## src/shared/serial_core_defs.svh

```systemverilog
// register offsets, field positions, reset values and counts of the serial core
`ifndef SERIAL_CORE_DEFS_SVH
`define SERIAL_CORE_DEFS_SVH
`define SC_OFF_BAUD 4'h0
`define SC_OFF_CTRL 4'h4
`define SC_OFF_STAT 4'h8
`define SC_OFF_DATA 4'hC
`define SC_ST_TXE 0
`define SC_ST_TXDONE 1
`define SC_ST_RXF 2
`define SC_ST_OVR 3
`define SC_ST_NOISE 4
`define SC_ST_FRAME 5
`define SC_ST_PARITY 6
`define SC_ST_RX9 7
`define SC_ST_PIN 8
`define SC_RST_BAUD 16'h0000
`define SC_RST_CTRL 8'h00
`define SC_SLOTS 4'hF
`define SC_FRAME8 4'hA
`define SC_FRAME9 4'hB
`define SC_BRK_EXTRA 4'h3
`define SC_STOP8 4'h9
`define SC_STOP9 4'hA
`endif

```

## src/shared/serial_core_pkg.sv

```systemverilog
// types shared by the serial core
package serial_core_pkg;
	typedef struct packed {
		logic tx_ninth_bit;
		logic rx_polarity_invert;
		logic tx_polarity_invert;
		logic nine_bit_mode;
		logic long_break_select;
		logic break_send_request;
		logic rx_on;
		logic tx_on;
	} ctrl_s;
	typedef enum logic [1:0] {
		RX_IDLE = 2'b00,
		RX_START = 2'b01,
		RX_BITS = 2'b10
	} rx_state_e;
endpackage : serial_core_pkg

```

## src/design/async_serial_tx_rx_core.sv

```systemverilog
// full-duplex asynchronous serial transceiver with avalon register slave
`timescale 1ns/1ps
`include "serial_core_defs.svh"
`default_nettype none
module async_serial_tx_rx_core #(
	parameter int DIV_W = 16
) (
	input wire logic i_clk,
	input wire logic i_sys_rst,
	input wire logic [3:0] i_avs_address,
	input wire logic i_avs_read,
	input wire logic i_avs_write,
	input wire logic [31:0] i_avs_writedata,
	input wire logic [3:0] i_avs_byteenable,
	output logic [31:0] o_avs_readdata,
	output logic o_avs_waitrequest,
	input wire logic i_rxd,
	output logic o_txd,
	output logic o_tx_pin_active
);
	if (DIV_W < 2 || DIV_W > 16)
	begin : g_bad_div_w
		$error("DIV_W must lie in 2..16");
	end

	// ----------------------------------------------------------------
	// register slave
	// ----------------------------------------------------------------
	logic resp_reg;
	logic req;
	logic acc;
	logic wr_ctrl;
	logic wr_baud;
	logic wr_data;
	logic rd_stat;
	logic rd_data;
	logic [DIV_W-1:0] baud_reg;
	serial_core_pkg::ctrl_s ctrl_reg;
	serial_core_pkg::ctrl_s ctrl_next;
	logic [8:0] tx_buf_reg;
	logic [8:0] rx_buf_reg;
	logic txe_reg;
	logic txdone_reg;
	logic rxf_reg;
	logic ovr_reg;
	logic noise_reg;
	logic frame_reg;
	logic arm_reg;
	logic [31:0] stat_word;

	assign req = i_avs_read | i_avs_write;
	// one wait cycle gives the registered read data time to settle
	assign o_avs_waitrequest = req & ~resp_reg;
	assign acc = req & resp_reg;
	assign wr_baud = acc & i_avs_write & (i_avs_address == `SC_OFF_BAUD);
	assign wr_ctrl = acc & i_avs_write & (i_avs_address == `SC_OFF_CTRL)
		& i_avs_byteenable[0];
	assign wr_data = acc & i_avs_write & (i_avs_address == `SC_OFF_DATA)
		& i_avs_byteenable[0];
	assign rd_stat = acc & i_avs_read & (i_avs_address == `SC_OFF_STAT);
	assign rd_data = acc & i_avs_read & (i_avs_address == `SC_OFF_DATA);
	assign ctrl_next = serial_core_pkg::ctrl_s'(i_avs_writedata[7:0]);

	always_comb
	begin
		stat_word = 32'h0000_0000;
		stat_word[`SC_ST_TXE] = txe_reg;
		stat_word[`SC_ST_TXDONE] = txdone_reg;
		stat_word[`SC_ST_RXF] = rxf_reg;
		stat_word[`SC_ST_OVR] = ovr_reg;
		stat_word[`SC_ST_NOISE] = noise_reg;
		stat_word[`SC_ST_FRAME] = frame_reg;
		// no parity logic here, so the parity flag never sets
		stat_word[`SC_ST_PARITY] = 1'b0;
		stat_word[`SC_ST_RX9] = rx_buf_reg[8];
		stat_word[`SC_ST_PIN] = o_tx_pin_active;
	end

	always_ff @(posedge i_clk)
	begin
		if (i_sys_rst)
			resp_reg <= 1'b0;
		else
			resp_reg <= req & ~resp_reg;
	end

	always_ff @(posedge i_clk)
	begin
		if (i_sys_rst)
			o_avs_readdata <= 32'h0000_0000;
		else if (i_avs_read & ~resp_reg)
		begin
			unique case (i_avs_address)
				`SC_OFF_BAUD: o_avs_readdata <= 32'(baud_reg);
				`SC_OFF_CTRL: o_avs_readdata <= {24'h00_0000, ctrl_reg};
				`SC_OFF_STAT: o_avs_readdata <= stat_word;
				`SC_OFF_DATA: o_avs_readdata <= {24'h00_0000, rx_buf_reg[7:0]};
				default: o_avs_readdata <= 32'h0000_0000;
			endcase
		end
	end

	always_ff @(posedge i_clk)
	begin
		if (i_sys_rst)
		begin
			baud_reg <= DIV_W'(`SC_RST_BAUD);
			ctrl_reg <= serial_core_pkg::ctrl_s'(`SC_RST_CTRL);
		end
		else
		begin
			if (wr_baud)
				baud_reg <= i_avs_writedata[DIV_W-1:0];
			if (wr_ctrl)
				ctrl_reg <= ctrl_next;
		end
	end

	// ----------------------------------------------------------------
	// baud generator
	// ----------------------------------------------------------------
	logic [DIV_W-1:0] div_cnt_reg;
	logic tick16;
	logic [3:0] tx_sub_reg;
	logic bit_tick;

	assign tick16 = (baud_reg != '0) && (div_cnt_reg == baud_reg - 1'b1);
	assign bit_tick = tick16 && (tx_sub_reg == `SC_SLOTS);

	always_ff @(posedge i_clk)
	begin
		if (i_sys_rst || tick16 || baud_reg == '0)
			div_cnt_reg <= '0;
		else
			div_cnt_reg <= div_cnt_reg + 1'b1;
	end

	always_ff @(posedge i_clk)
	begin
		if (i_sys_rst)
			tx_sub_reg <= 4'h0;
		else if (tick16)
			tx_sub_reg <= tx_sub_reg + 4'h1;
	end

	// ----------------------------------------------------------------
	// transmitter
	// ----------------------------------------------------------------
	logic pre_pend_reg;
	logic brk_pend_reg;
	logic tx_busy_reg;
	logic [13:0] tx_sh_reg;
	logic [3:0] tx_left_reg;
	logic tx_slot_free;
	logic load_pre;
	logic load_brk;
	logic load_dat;
	logic [3:0] frame_len;

	assign frame_len = ctrl_reg.nine_bit_mode ? `SC_FRAME9 : `SC_FRAME8;
	assign tx_slot_free = bit_tick && (!tx_busy_reg || tx_left_reg == 4'h1);
	assign load_pre = tx_slot_free && pre_pend_reg;
	assign load_brk = tx_slot_free && !pre_pend_reg && brk_pend_reg;
	// data only moves while enabled; queued idle and break still go
	assign load_dat = tx_slot_free && !pre_pend_reg && !brk_pend_reg
		&& ctrl_reg.tx_on && !txe_reg;

	always_ff @(posedge i_clk)
	begin
		if (i_sys_rst)
		begin
			pre_pend_reg <= 1'b0;
			brk_pend_reg <= 1'b0;
		end
		else
		begin
			if (wr_ctrl && ctrl_next.tx_on && !ctrl_reg.tx_on)
				pre_pend_reg <= 1'b1;
			else if (load_pre)
				pre_pend_reg <= 1'b0;
			if (wr_ctrl && ctrl_next.break_send_request
				&& !ctrl_reg.break_send_request)
				brk_pend_reg <= 1'b1;
			else if (load_brk)
				brk_pend_reg <= ctrl_reg.break_send_request;
		end
	end

	always_ff @(posedge i_clk)
	begin
		if (i_sys_rst)
		begin
			tx_busy_reg <= 1'b0;
			tx_sh_reg <= 14'h3FFF;
			tx_left_reg <= 4'h0;
		end
		else if (load_pre)
		begin
			tx_busy_reg <= 1'b1;
			tx_sh_reg <= 14'h3FFF;
			tx_left_reg <= frame_len;
		end
		else if (load_brk)
		begin
			tx_busy_reg <= 1'b1;
			tx_sh_reg <= 14'h0000;
			tx_left_reg <= ctrl_reg.long_break_select
				? frame_len + `SC_BRK_EXTRA : frame_len;
		end
		else if (load_dat)
		begin
			tx_busy_reg <= 1'b1;
			tx_left_reg <= frame_len;
			if (ctrl_reg.nine_bit_mode)
				tx_sh_reg <= {4'b1111, tx_buf_reg, 1'b0};
			else
				tx_sh_reg <= {5'b1_1111, tx_buf_reg[7:0], 1'b0};
		end
		else if (bit_tick && tx_busy_reg)
		begin
			tx_sh_reg <= {1'b1, tx_sh_reg[13:1]};
			tx_left_reg <= tx_left_reg - 4'h1;
			if (tx_left_reg == 4'h1)
				tx_busy_reg <= 1'b0;
		end
	end

	always_ff @(posedge i_clk)
	begin
		if (i_sys_rst)
		begin
			txe_reg <= 1'b1;
			txdone_reg <= 1'b1;
			tx_buf_reg <= 9'h000;
		end
		else
		begin
			// ninth bit taken with the data write
			if (wr_data)
				tx_buf_reg <= {ctrl_reg.tx_ninth_bit, i_avs_writedata[7:0]};
			if (wr_data)
				txe_reg <= 1'b0;
			else if (load_dat)
				txe_reg <= 1'b1;
			// done once the last stop bit leaves
			if (tx_slot_free && tx_busy_reg && !load_pre && !load_brk
				&& !load_dat)
				txdone_reg <= 1'b1;
			else if (wr_data || load_pre || load_brk || pre_pend_reg
				|| brk_pend_reg)
				txdone_reg <= 1'b0;
		end
	end

	always_ff @(posedge i_clk)
	begin
		if (i_sys_rst)
		begin
			o_txd <= 1'b1;
			o_tx_pin_active <= 1'b0;
		end
		else
		begin
			o_txd <= (tx_busy_reg ? tx_sh_reg[0] : 1'b1)
				^ ctrl_reg.tx_polarity_invert;
			// pin held while any frame remains
			o_tx_pin_active <= ctrl_reg.tx_on | tx_busy_reg | pre_pend_reg
				| brk_pend_reg;
		end
	end

	// ----------------------------------------------------------------
	// receiver
	// ----------------------------------------------------------------
	logic rx_s1_reg;
	logic rx_s2_reg;
	logic rx_s3_reg;
	logic rx_lvl_reg;
	logic rx_in;
	logic [2:0] hist_reg;
	logic fall;
	serial_core_pkg::rx_state_e rx_st_reg;
	logic [3:0] slot_reg;
	logic [3:0] rx_bitn_reg;
	logic [2:0] st_smp_reg;
	logic [1:0] mid_reg;
	logic rx_noise_reg;
	logic [8:0] rx_sh_reg;
	logic maj;
	logic done_frame;
	logic stop_zero;
	logic [8:0] rx_word;
	logic [3:0] stop_idx;

	always_ff @(posedge i_clk)
	begin
		if (i_sys_rst)
		begin
			rx_s1_reg <= 1'b1;
			rx_s2_reg <= 1'b1;
			rx_s3_reg <= 1'b1;
			rx_lvl_reg <= 1'b1;
		end
		else
		begin
			rx_s1_reg <= i_rxd;
			rx_s2_reg <= rx_s1_reg;
			rx_s3_reg <= rx_s2_reg;
			if (rx_s2_reg == rx_s3_reg)
				rx_lvl_reg <= rx_s3_reg;
		end
	end

	assign rx_in = rx_lvl_reg ^ ctrl_reg.rx_polarity_invert;
	assign fall = tick16 && ctrl_reg.rx_on && hist_reg == 3'b111 && !rx_in;
	assign maj = (mid_reg[0] & mid_reg[1]) | (mid_reg[0] & rx_in)
		| (mid_reg[1] & rx_in);
	assign stop_idx = ctrl_reg.nine_bit_mode ? `SC_STOP9 : `SC_STOP8;
	assign done_frame = tick16 && rx_st_reg == serial_core_pkg::RX_BITS
		&& slot_reg == 4'h9 && rx_bitn_reg == stop_idx;
	assign stop_zero = !maj;
	assign rx_word = ctrl_reg.nine_bit_mode ? rx_sh_reg
		: {1'b0, rx_sh_reg[8:1]};

	always_ff @(posedge i_clk)
	begin
		if (i_sys_rst || !ctrl_reg.rx_on)
			hist_reg <= 3'b000;
		// preload ones after a non-break framing error
		else if (done_frame && stop_zero && rx_word[7:0] != 8'h00)
			hist_reg <= 3'b111;
		else if (tick16)
			hist_reg <= {hist_reg[1:0], rx_in};
	end

	always_ff @(posedge i_clk)
	begin
		if (i_sys_rst || !ctrl_reg.rx_on)
		begin
			rx_st_reg <= serial_core_pkg::RX_IDLE;
			slot_reg <= 4'h0;
			rx_bitn_reg <= 4'h0;
			st_smp_reg <= 3'b000;
			mid_reg <= 2'b00;
			rx_noise_reg <= 1'b0;
			rx_sh_reg <= 9'h000;
		end
		else if (tick16)
		begin
			slot_reg <= slot_reg + 4'h1;
			// each falling edge realigns the slot count
			if (fall)
				slot_reg <= 4'h1;
			unique case (rx_st_reg)
				serial_core_pkg::RX_IDLE:
					if (fall)
					begin
						rx_st_reg <= serial_core_pkg::RX_START;
						rx_noise_reg <= 1'b0;
						rx_bitn_reg <= 4'h0;
					end
				serial_core_pkg::RX_START:
				begin
					// qualify start at slots 2, 4, 6
					if (slot_reg == 4'h2 || slot_reg == 4'h4 || slot_reg == 4'h6)
						st_smp_reg <= {st_smp_reg[1:0], rx_in};
					if (slot_reg == 4'h6 && ((st_smp_reg[1] & st_smp_reg[0])
						| (st_smp_reg[1] & rx_in) | (st_smp_reg[0] & rx_in)))
						rx_st_reg <= serial_core_pkg::RX_IDLE;
					// start forced zero, a one at slots 2, 4, 6, 7 or 8 is noise
					if ((slot_reg >= 4'h2 && slot_reg <= 4'h9 && slot_reg[0] == 1'b0
						&& slot_reg != 4'h8) || slot_reg == 4'h7 || slot_reg == 4'h8)
						if (rx_in && slot_reg != 4'h3 && slot_reg != 4'h5)
							rx_noise_reg <= 1'b1;
					if (slot_reg == 4'hF)
					begin
						rx_st_reg <= serial_core_pkg::RX_BITS;
						rx_bitn_reg <= 4'h1;
					end
				end
				serial_core_pkg::RX_BITS:
				begin
					if (slot_reg == 4'h7 || slot_reg == 4'h8)
						mid_reg <= {mid_reg[0], rx_in};
					if (slot_reg == 4'h9)
					begin
						if (mid_reg[0] != maj || mid_reg[1] != maj || rx_in != maj)
							rx_noise_reg <= 1'b1;
						if (rx_bitn_reg == stop_idx)
							rx_st_reg <= serial_core_pkg::RX_IDLE;
						else
							rx_sh_reg <= {maj, rx_sh_reg[8:1]};
					end
					if (slot_reg == 4'hF && !fall)
						rx_bitn_reg <= rx_bitn_reg + 4'h1;
				end
				default: rx_st_reg <= serial_core_pkg::RX_IDLE;
			endcase
		end
	end

	// ----------------------------------------------------------------
	// receive buffer and flags
	// ----------------------------------------------------------------
	logic rx_take;
	logic rx_lose;

	assign rx_take = done_frame && !frame_reg && !rxf_reg;
	assign rx_lose = done_frame && !frame_reg && rxf_reg;

	always_ff @(posedge i_clk)
	begin
		if (i_sys_rst)
		begin
			rx_buf_reg <= 9'h000;
			rxf_reg <= 1'b0;
			ovr_reg <= 1'b0;
			noise_reg <= 1'b0;
			frame_reg <= 1'b0;
			arm_reg <= 1'b0;
		end
		else
		begin
			if (rd_stat)
				arm_reg <= rxf_reg | ovr_reg;
			else if (rd_data)
				arm_reg <= 1'b0;
			// status read then data read clears
			if (rd_data && arm_reg)
			begin
				rxf_reg <= 1'b0;
				ovr_reg <= 1'b0;
				noise_reg <= 1'b0;
				frame_reg <= 1'b0;
			end
			if (rx_take)
			begin
				rx_buf_reg <= rx_word;
				rxf_reg <= 1'b1;
				noise_reg <= rx_noise_reg | (mid_reg[0] != maj)
					| (mid_reg[1] != maj) | (rx_in != maj);
				frame_reg <= stop_zero;
			end
			if (rx_lose)
				ovr_reg <= 1'b1;
		end
	end

	// ----------------------------------------------------------------
	// assertions
	// ----------------------------------------------------------------
	property p_idle_high;
		@(posedge i_clk) disable iff (i_sys_rst)
		$past(!tx_busy_reg) && $past(!i_sys_rst) |->
			o_txd == !$past(ctrl_reg.tx_polarity_invert);
	endproperty
	a_idle_high: assert property (p_idle_high)
		else $error("idle output level wrong");

	property p_pre_queued;
		@(posedge i_clk) disable iff (i_sys_rst)
		wr_ctrl && ctrl_next.tx_on && !ctrl_reg.tx_on |=> pre_pend_reg;
	endproperty
	a_pre_queued: assert property (p_pre_queued)
		else $error("enable did not queue idle frame");

	property p_txe_on_load;
		@(posedge i_clk) disable iff (i_sys_rst)
		load_dat && !wr_data |=> txe_reg && tx_busy_reg;
	endproperty
	a_txe_on_load: assert property (p_txe_on_load)
		else $error("empty flag not set on load");

	property p_frame_len;
		@(posedge i_clk) disable iff (i_sys_rst)
		load_dat |=> tx_left_reg == (ctrl_reg.nine_bit_mode ? 4'hB : 4'hA);
	endproperty
	a_frame_len: assert property (p_frame_len)
		else $error("data frame length wrong");

	property p_brk_len;
		@(posedge i_clk) disable iff (i_sys_rst)
		load_brk && ctrl_reg.long_break_select && !ctrl_reg.nine_bit_mode
			|=> tx_left_reg == 4'hD && tx_sh_reg == 14'h0000;
	endproperty
	a_brk_len: assert property (p_brk_len)
		else $error("long break length wrong");

	property p_pin_kept;
		@(posedge i_clk) disable iff (i_sys_rst)
		tx_busy_reg && !ctrl_reg.tx_on |=> o_tx_pin_active;
	endproperty
	a_pin_kept: assert property (p_pin_kept)
		else $error("pin released while shifting");

	property p_overrun;
		@(posedge i_clk) disable iff (i_sys_rst)
		rx_lose |=> ovr_reg && $stable(rx_buf_reg);
	endproperty
	a_overrun: assert property (p_overrun)
		else $error("overrun not flagged or buffer changed");

	property p_fe_blocks;
		@(posedge i_clk) disable iff (i_sys_rst)
		frame_reg && !(rd_data && arm_reg) |=> $stable(rx_buf_reg);
	endproperty
	a_fe_blocks: assert property (p_fe_blocks)
		else $error("character taken while framing flag set");

	property p_rx_off;
		@(posedge i_clk) disable iff (i_sys_rst)
		!ctrl_reg.rx_on |=> rx_st_reg == serial_core_pkg::RX_IDLE;
	endproperty
	a_rx_off: assert property (p_rx_off)
		else $error("receiver active while disabled");

	property p_flags_with_full;
		@(posedge i_clk) disable iff (i_sys_rst)
		$rose(frame_reg) || $rose(noise_reg) |-> $rose(rxf_reg);
	endproperty
	a_flags_with_full: assert property (p_flags_with_full)
		else $error("error flag set apart from buffer-full");

	property p_bus_answer;
		@(posedge i_clk) disable iff (i_sys_rst)
		req && o_avs_waitrequest |=> !o_avs_waitrequest;
	endproperty
	a_bus_answer: assert property (p_bus_answer)
		else $error("bus answer later than one wait cycle");

	c_rx_char: cover property (@(posedge i_clk) disable iff (i_sys_rst)
		rx_take);
	c_overrun: cover property (@(posedge i_clk) disable iff (i_sys_rst)
		rx_lose);
	c_break_tx: cover property (@(posedge i_clk) disable iff (i_sys_rst)
		load_brk);
	c_tx_done: cover property (@(posedge i_clk) disable iff (i_sys_rst)
		$rose(txdone_reg));
endmodule : async_serial_tx_rx_core
`default_nettype wire

```

## config.mk

```make
export PLATFORM = sky130hd
export DESIGN_NAME = async_serial_tx_rx_core
export DESIGN_NICKNAME = d
export VERILOG_FILES = /design/src/shared/serial_core_pkg.sv /design/src/design/async_serial_tx_rx_core.sv
export VERILOG_INCLUDE_DIRS = /design/src /design/src/shared
export SDC_FILE = /design/constraint.sdc
export NUM_CORES = 1
export LEC_CHECK = 0
export BUFFER_PORTS_ARGS = -buffer_cell sky130_fd_sc_hd__clkbuf_2
export CELL_PAD_IN_SITES_DETAIL_PLACEMENT = 1
export CELL_PAD_IN_SITES_GLOBAL_PLACEMENT = 1
export CORE_MARGIN = 4
export CORE_UTILIZATION = 48
export CTS_CLUSTER_DIAMETER = 150
export DETAILED_ROUTE_END_ITERATION = 8
export PLACE_DENSITY = 0.82
export SLEW_MARGIN = 20
export SYNTH_ARGS = -nofsm -noshare
export SYNTH_HDL_FRONTEND = slang
export SYNTH_SLANG_ARGS = --single-unit
```

## constraint.sdc

```tcl
create_clock -name i_clk -period 7.9 [get_ports i_clk]
set_clock_uncertainty 0.15 [all_clocks]
set_input_delay 0.79 -clock i_clk [delete_from_list [all_inputs] [get_ports i_clk]]
set_output_delay 0.79 -clock i_clk [all_outputs]
set_load 0.1 [all_outputs]
```

==> results.cfg <==
[run_status]
status = finished clean

[cells_and_area]
fin_nets = 913
design_area_sq_um = 8020
drive_above_1_share_pct = 13.6
area_delta_synth_final_pct = 11.6
antenna_cells = 0
finalNonFillerCells = 1047

[clock_network]
post_cts_buffers = 0
htree_levels = 4
cts_max_path_buffers = 2
postCtsHoldBufs = 0
cts-resized-gates = 0
cts_root_buffer = clkbuf_16
numCtsBuffers = 17
clk_pin_slew_ns = 0.06
cts_tree = built
clock_latency_ns = 0.43
cts.sinks = 140

[global_route]
antenna_found_initial = 0
grt_remaining_overflow = 0
grt_start_max_net_pins = 83
grt_pass1_wl_microns = 34500
track_usage_pct = 26.0
first_global_vias = 6643

[logic_synthesis]
ys_async_sr_fraction_pct = 0
syn_area_per_cell_sq_um = 8.65
syn_inst = 831
synth_top_cell_by_area = dfxtp_1
synth_edf_count = 0
yosys-top-cells-area = dfxtp_1 (39%), mux2i_1 (7.7%), nor2_1 (5.6%), a21oi_1 (3.4%), nand2_1 (3.3%)
yosysMostFrequentCell = dfxtp_1
yosys_warnings = 0
synth_area_sq_um = 7190
synth_top_cells_by_count = dfxtp_1 (140), nor2_1 (108), nand2_1 (64)
synth_ff_type = dfxtp_1
synth_seq_cells = 140
synth.distinct_cells = 76
yosysSeqAreaShare_pct = 39.0
synth_top_area_share_pct = 39.0

[timing]
setup_slack_ns = 3.51
hold_viol = 0
finalSetupViolCount = 0
hold_ws_ns = 0.278
rsz0062_at_grt = false
tightestPinTransition_ns = 0.957
clock.fmax_mhz = 228
slew_headroom_pct = 36.0
period_needed_ns = 4.39
fin_crit_sh_pct = 55.6
drv_slew = 0
setup_total_negative_slack_ns = 0

[die]
initial_core_util_pct = 49.3
die_area_sq_um = 17000
core_area_sq_um = 14600
io_pins = 80
die_h_microns = 130
row_count = 44
die_x_microns = 130

[pwr]
power_density_nw_per_um2 = 193
ir_worst_vdd_mv = 0.170
p_leak_nw = 2.84

[placed_design]
dpl_cell_area_sq_um = 7460
pre_cts_slack_ns = 3.65
hpwlAfterDp_microns = 14200
io_buffers = 44
dpl.cell_count = 1017
place.gp.congestion = 0.880

[setup_path]
crit_arrival_ns = 4.54
crit_chain = inv_1, ha_1, nor3b_1, a21oi_1, o21a_1, nor4_1, nand4_4, nor3_1, a21oi_1, a21boi_0
cp_common_cell = a21oi_1
crit_type = reg -> reg
slowest_delay_ns = 0.76
r2r_slack_ns = 3.51
cp-end-kind = register
required_ns = 8.06
cp_slowest_cell = nor3_1
critPathLaunchType = register
path_max_fanout = 17

[detailed_routing]
wl_microns = 21300
drt_iter0_markers = 449
firstDrtPassIters = 5
drc = 0
routed_via_density = 6.09
ant_nets = 0
wl_per_cell_microns = 20.4
vias = 6381

[worst_hold_path]
hold_class = reg -> reg

[flow_run]
drv_cap = 0
[path summary, 6_finish.rpt]
path / from / end / cells past startpoint
max: baud_reg[0] / tx_left_reg[2] / 10
min: rx_s1_reg / rx_s2_reg / 1
max reg2reg: baud_reg[0] / tx_left_reg[2] / 10
min reg2reg: rx_s1_reg / rx_s2_reg / 1
[placed cells by master (no fill, tap or decap), types with 19 or more instances in the layout]
cell | netlist | layout
dfxtp_1 | 140 | 140
inv_1 | 19 | 19
a21oi_1 | 49 | 49
nand2_1 | 64 | 64
mux2i_1 | 55 | 55
clkbuf_2 | 0 | 44
nor3_1 | 23 | 23
o21ai_0 | 23 | 23
nor2_1 | 108 | 108
nand3_1 | 33 | 33
xnor2_1 | 23 | 23
[stage by stage]
step / total power [mW] / util (%)
6_report: 1.55 / 55.0
5_1_grt: 1.59 / 55.0
4_1_cts: 1.56 / 54.9
3_5_place_dp: 0.812 / 51.2
3_3_place_gp: 0.811 / 51.2
2_1_floorplan: 0.799 / -
[critical path: cells and delay by family (launching register included)]
kind                     cells  cell delay (ns)
AND/OR/NAND/NOR              4             2.20
AO/OA/AOI/OAI                4             1.11
flip-flops                   1             0.43
adder cells (fa/ha/maj)      1             0.27
buffers and inverters        1             0.10
[kinds of logic (layout without fill, tap and decap cells)]
| family | after synthesis | in the layout | synth area share [%] |
|---|---|---|---|
| AO/OA/AOI/OAI | 159 | 159 | 14.8 |
| other | 1 | 16 | 0.0522 |
| multiplexers | 62 | 62 | 9.86 |
| XOR/XNOR | 36 | 36 | 4.39 |
| AND/OR/NAND/NOR | 330 | 330 | 23.4 |
| flip-flops | 140 | 140 | 39.0 |
| buffers and inverters | 86 | 103 | 5.59 |
| adder cells (fa/ha/maj) | 17 | 17 | 2.93 |
[power by group]
part	switching [mW]	internal [mW]
registers	0.00268	0.708
clock network	0.305	0.447
logic	0.0725	0.0156
[final cells by class]
type	count	area, sq um
clock buffer	25	515
multi-input combinational	620	4080
tap	184	230
clock inverter	5	33.8
inverter	20	75.1
sequential	140	2800
fill	1714	6570
timing repair buffer	53	288
[metal layers]
metal	up-vias	GRT usage, %	share of wire, %
li1	2986	-	-
met1	3167	31.5	42
met2	181	44.3	50
met3	47	5.98	5.0
met4	0	11.3	2.7
met5	-	0	0
Power figures use the tool's default switching activity.
